===== config.mk =====
export PLATFORM = sky130hd
export DESIGN_NAME = fsa_fault_status_aggregator
export DESIGN_NICKNAME = d
export VERILOG_FILES = /design/src/fsa_pkg.sv /design/src/fsa_fault_status_aggregator.sv /design/src/fsa_sync.sv
export SDC_FILE = /design/constraint.sdc
export NUM_CORES = 1
export LEC_CHECK = 0
export BUFFER_PORTS_ARGS = -buffer_cell sky130_fd_sc_hd__buf_2
export CAP_MARGIN = 15
export CORE_MARGIN = 3
export CORE_UTILIZATION = 41
export CTS_CLUSTER_DIAMETER = 120
export CTS_CLUSTER_SIZE = 40
export DETAILED_ROUTE_END_ITERATION = 6
export GPL_TIMING_DRIVEN = 0
export PLACE_DENSITY = 0.74
export SYNTH_ARGS = -nofsm -noshare
export SYNTH_HDL_FRONTEND = slang
export SYNTH_SLANG_ARGS = --single-unit

===== constraint.sdc =====
create_clock -name clk -period 1.85 [get_ports clk]
set_input_delay 0.0925 -clock clk [delete_from_list [all_inputs] [get_ports clk]]
set_output_delay 0.0925 -clock clk [all_outputs]
set_load 0.005 [all_outputs]

===== src/fsa_pkg.sv =====
// constants shared by the fault status aggregator
package fsa_pkg;

	// ****************************************************************
	// register offsets
	// ****************************************************************
	localparam logic [7:0] FSA_OFF_PROTECT = 8'h10;
	localparam logic [7:0] FSA_OFF_INDEX   = 8'hC0;
	localparam logic [7:0] FSA_OFF_FLAGS   = 8'hD2;

	// ****************************************************************
	// field positions and reset values
	// ****************************************************************
	localparam int         FSA_PROTECT_BIT   = 7;
	localparam int         FSA_SUMMARY_BIT   = 7;
	localparam int         FSA_LOWBUS_IN_OV  = 2;
	localparam int         FSA_OTHER_REGS    = 6;
	localparam int         FSA_SYNC_WIDTH    = 9;
	localparam logic [7:0] FSA_FLAGS_RESET   = 8'h00;
	localparam logic [7:0] FSA_INDEX_RESET   = 8'h00;
	localparam logic       FSA_PROTECT_RESET = 1'b0;
	localparam logic [7:0] FSA_UNMAPPED_READ = 8'h00;

endpackage : fsa_pkg


===== src/fsa_fault_status_aggregator.sv =====
// fault flag latching, fault index summary and alert pin drive
`timescale 1ns/1ps
`default_nettype none
module fsa_fault_status_aggregator
	import fsa_pkg::*;
(
	input  wire logic       clk,
	input  wire logic       rst_n,
	input  wire logic [7:0] warnDetect,
	input  wire logic       boostMode,
	input  wire logic [5:0] otherPending,
	input  wire logic       clearAllCmd,
	input  wire logic       regWrite,
	input  wire logic       regRead,
	input  wire logic [7:0] regAddr,
	input  wire logic [7:0] regWData,
	output logic [7:0]      regRData,
	output logic            regRValid,
	output logic            faultAlertOut,
	output logic            faultAlertOe
);

	// ****************************************************************
	// state
	// ****************************************************************
	typedef struct packed {
		logic [7:0] flags;
		logic [7:0] index;
		logic       protect;
		logic [7:0] rdata;
		logic       rvalid;
		logic       alertOe;
		logic       alertLvl;
	} fsa_state_s;

	fsa_state_s st;
	fsa_state_s next_st;

	logic [FSA_SYNC_WIDTH-1:0] syncIn;
	logic [FSA_SYNC_WIDTH-1:0] syncOut;
	logic [7:0]                detSync;
	logic                      boostSync;
	logic [7:0]                setMask;
	logic [7:0]                clrMask;
	logic                      writeOpen;
	logic                      flagsWrite;

	// ****************************************************************
	// detector inputs are analog-side levels, so resync them
	// ****************************************************************
	assign syncIn = {boostMode, warnDetect};

	fsa_sync #(
		.WIDTH (FSA_SYNC_WIDTH)
	) u_sync (
		.clk     (clk),
		.rst_n   (rst_n),
		.asyncIn (syncIn),
		.syncOut (syncOut)
	);

	assign detSync   = syncOut[7:0];
	assign boostSync = syncOut[8];

	// ****************************************************************
	// next state
	// ****************************************************************
	always_comb begin
		next_st    = st;
		writeOpen  = !st.protect;
		flagsWrite = regWrite && (regAddr == FSA_OFF_FLAGS);

		setMask = detSync;
		// low-bus input overvoltage only counts in boost direction
		setMask[FSA_LOWBUS_IN_OV] = detSync[FSA_LOWBUS_IN_OV] && boostSync;

		clrMask = 8'h00;
		if (writeOpen && clearAllCmd) begin
			clrMask = 8'hFF;
		end
		// write-back clears only bits whose value matches the written one
		if (writeOpen && flagsWrite) begin
			clrMask = clrMask | (regWData & st.flags);
		end
		// set beats clear so a fault in the clear cycle survives
		next_st.flags = (st.flags & ~clrMask) | setMask;

		// protect register stays writable even while protected
		if (regWrite && (regAddr == FSA_OFF_PROTECT)) begin
			next_st.protect = regWData[FSA_PROTECT_BIT];
		end

		next_st.index[0]   = |next_st.flags;
		next_st.index[6:1] = otherPending;
		next_st.index[FSA_SUMMARY_BIT] = |next_st.index[6:0];
		next_st.alertOe    = |next_st.index[6:0];
		// open-drain pin: level stays low, only the enable moves
		next_st.alertLvl   = 1'b0;

		next_st.rvalid = regRead;
		if (regRead) begin
			case (regAddr)
				FSA_OFF_PROTECT: next_st.rdata = {st.protect, 7'h00};
				FSA_OFF_INDEX:   next_st.rdata = st.index;
				FSA_OFF_FLAGS:   next_st.rdata = st.flags;
				default:         next_st.rdata = FSA_UNMAPPED_READ;
			endcase
		end
	end

	// ****************************************************************
	// registers
	// ****************************************************************
	always_ff @(posedge clk or negedge rst_n) begin
		if (!rst_n) begin
			st.flags   <= FSA_FLAGS_RESET;
			st.index   <= FSA_INDEX_RESET;
			st.protect <= FSA_PROTECT_RESET;
			st.rdata   <= 8'h00;
			st.rvalid  <= 1'b0;
			st.alertOe <= 1'b0;
			st.alertLvl <= 1'b0;
		end else begin
			st <= next_st;
		end
	end

	assign faultAlertOut = st.alertLvl;
	assign regRData     = st.rdata;
	assign regRValid    = st.rvalid;
	assign faultAlertOe = st.alertOe;
endmodule : fsa_fault_status_aggregator
`default_nettype wire


===== src/fsa_sync.sv =====
// two-stage synchroniser, one lane per bit
`timescale 1ns/1ps
`default_nettype none
module fsa_sync #(
	parameter int WIDTH = 1
) (
	input  wire logic             clk,
	input  wire logic             rst_n,
	input  wire logic [WIDTH-1:0] asyncIn,
	output var  logic [WIDTH-1:0] syncOut
);
	logic [WIDTH-1:0] stage1;

	// ****************************************************************
	// per-bit flop pair
	// ****************************************************************
	generate
		for (genvar i = 0; i < WIDTH; i++) begin : g_lane
			always_ff @(posedge clk or negedge rst_n) begin
				if (!rst_n) begin
					stage1[i]  <= 1'b0;
					syncOut[i] <= 1'b0;
				end else begin
					stage1[i]  <= asyncIn[i];
					syncOut[i] <= stage1[i];
				end
			end
		end
	endgenerate
endmodule : fsa_sync
`default_nettype wire


==> qor.csv <==
metric,value,unit
dpl.hpwl,2310,µm
pwr-share-clk,0.369,
post_drt_wl_per_cell,13.9,µm
drv_cap,0,
ios,47,
fin_setup_tns,0,ns
final_area,2170,µm²
netlist_area,1590,µm²
grt_pass1_wl,5290,µm
synthCells,124,
grt_max_degree,45,
slew_violations,0,
rows,22,
die_area,4670,µm²
r2r_setup_slack,0.15,ns
cts_made_buffers,5,
p_seq_frac,0.538,
p_int,1510,µW
cts_tree,yes,
ys_warn_count,0,
finalHoldViolCount,0,
die_y,68.3,µm
final_cells,242,
synth_edf_count,0,
ys_ff_latch,44,
crit_path_max_fanout,8,
seq_area_frac_synth,0.691,
routed_via_density,4.85,
worstPathArrival,1.86,ns
startpoint,st[11],
min_path_type,input pin to register,
antenna_found_initial,0,
wl,3370,µm
crit_required,2.02,ns
power_leakage,0.000979,µW
dpl-instance-area,1880,µm²
die_w,68.3,µm
final_antenna_net_count,0,
reg2reg_depth,6,
power_density,893,nW/µm²
routabilityCongestion,0.772,
dr.pass1.iters,4,
mostFrequentLayoutCell,buf_2,
r2r_end,faultAlertOe,
syn-mean-instance-area,12.8,µm²
worstSetupEndpoint,faultAlertOe,
cts_setup_buffers,0,
cts_root_buf,clkbuf_8,
synth_nets,160,
post-route-min-period,1.70,ns
numPortBuffers,45,
async_reset_ff_frac,1.00,
p_switching,424,µW
relSlewSlack,0.373,
start_util,0.429,
antenna_cells,0,
cts_buffer_depth,2,
dp_cells,217,
worst_pin_slew,0.940,ns
layout.nets,229,
grt_pass1_vias,1192,
clock_sinks,44,
drive_gt1_frac,0.351,
synth_cell_types,20,
finClkSkew,0.00550,ns
cp-start-kind,register,
finalCritPeriodShare,0.917,
fin_util,0.584,
clock_latency,0.30,ns
path_clk_slew,0.08,ns
synthToLayoutAreaGrowth,36.1,%
final_cell_mix,"buf_2 (45), dfrtp_1 (44), a21oi_1 (23)",
critPathKind,register to register,
drtIter0Drc,44,
peakVddDrop,0.560,mV
htree_levels,2,
grt_usage,0.159,
overflow,0,
setup_viol,0,
synthFlopType,dfrtp_1,
pwr-share-comb,0.093,
core_area,3720,µm²
fmax,589,MHz
drc,0,
status,completed,
rsz0062_at_grt,false,
r2r_start,st[11],
swShare,0.219,
vias,1174,
cp-end-kind,register,
## power groups by stage
stage	combinational, µW	clock (µW)	sequential [µW]
floorplan	70.2	0	1050
global placement	144	0	1060
detailed placement	151	0	1060
CTS	179	725	1040
global route	204	780	1050
finish	180	715	1040
## routing by layer
metal	GRT usage	vias to the layer above	share of wire
li1	-	564	-
met1	0.167	572	0.40
met2	0.295	38	0.54
met3	0.0624	0	0.063
met4	0.0372	0	0
met5	0	-	0
## sequential cells by signal, summed over array words and instances (netlist names)
signal and count:
u_sync.stage1 9, st 16, regRData 8, faultAlertOe 1, u_sync.syncOut 9, regRValid 1
## critical path, stage by stage (launching register included)
cell and delay [ns]:
dfrtp_1 0.41, nand2b_1 0.15, clkbuf_1 0.18, nor3b_1 0.23
a21oi_1 0.13, nor4_2 0.34, nand4_1 0.12
## what timing repair did
item	4_1_cts	5_1_grt
gates resized for setup	0	2
endpoints found under the setup margin	0	2
hold buffers	17	0
endpoints found under the hold margin	60	0
## cells in the mapped netlist, types with 3 or more instances
| cell | number | area [µm²] |
|---|---|---|
| nor2_1 | 9 | 33.8 |
| nand2_1 | 4 | 15.0 |
| a22oi_1 | 8 | 60.1 |
| nand2b_1 | 3 | 18.8 |
| a21oi_1 | 23 | 115 |
| buf_4 | 9 | 67.6 |
| dfrtp_1 | 44 | 1100 |
| nor4_1 | 4 | 25.0 |
| nor3b_1 | 7 | 52.6 |
| clkbuf_1 | 3 | 11.3 |
## cell families (layout without fill, tap and decap cells)
kind of cell | after synthesis | after routing | share of synthesized area
DFF | 44 | 44 | 0.691
muxes | 1 | 1 | 0.00707
other | 1 | 1 | 0.00235
AOI/OAI and AO/OA | 33 | 33 | 0.120
and+or+nand+nor | 31 | 31 | 0.120
buffers and inverters | 14 | 84 | 0.0589
## worst min-delay path by stage
| stage | from | end | slack [ns] | cells after the start |
|---|---|---|---|---|
| global route | regWData[2] | st[22] | 0.04 | 2 |
| detailed placement | warnDetect[0] | u_sync.stage1[0] | 0.20 | 1 |
| global placement | warnDetect[0] | u_sync.stage1[0] | 0.20 | 1 |
| floorplan | rst_n | faultAlertOe | -0.20 | 0 |
| finish | regWData[2] | st[22] | 0.05 | 2 |
| CTS | regWData[2] | st[22] | 0.01 | 2 |
## area by class of cell
| cell class | count | area (µm²) |
|---|---|---|
| plain buffers | 14 | 93.8 |
| clock buffers | 6 | 72.6 |
| clock inverters | 2 | 35.0 |
| fillers | 339 | 1550 |
| multi-input cells | 66 | 410 |
| flip-flops and latches | 44 | 1100 |
| well taps | 48 | 60.1 |
| repair buffers | 62 | 395 |
## metrics by stage
stage	setup slack, ns	total power [µW]	hold WS [ns]
floorplan	0.192	1120	-0.203
global placement	-0.137	1200	0.200
detailed placement	-0.155	1210	0.203
CTS	0.0444	1950	0.0125
global route	0.0229	2030	0.0449
finish	0.153	1940	0.0479
No activity file was read; power rests on OpenSTA's default activity.
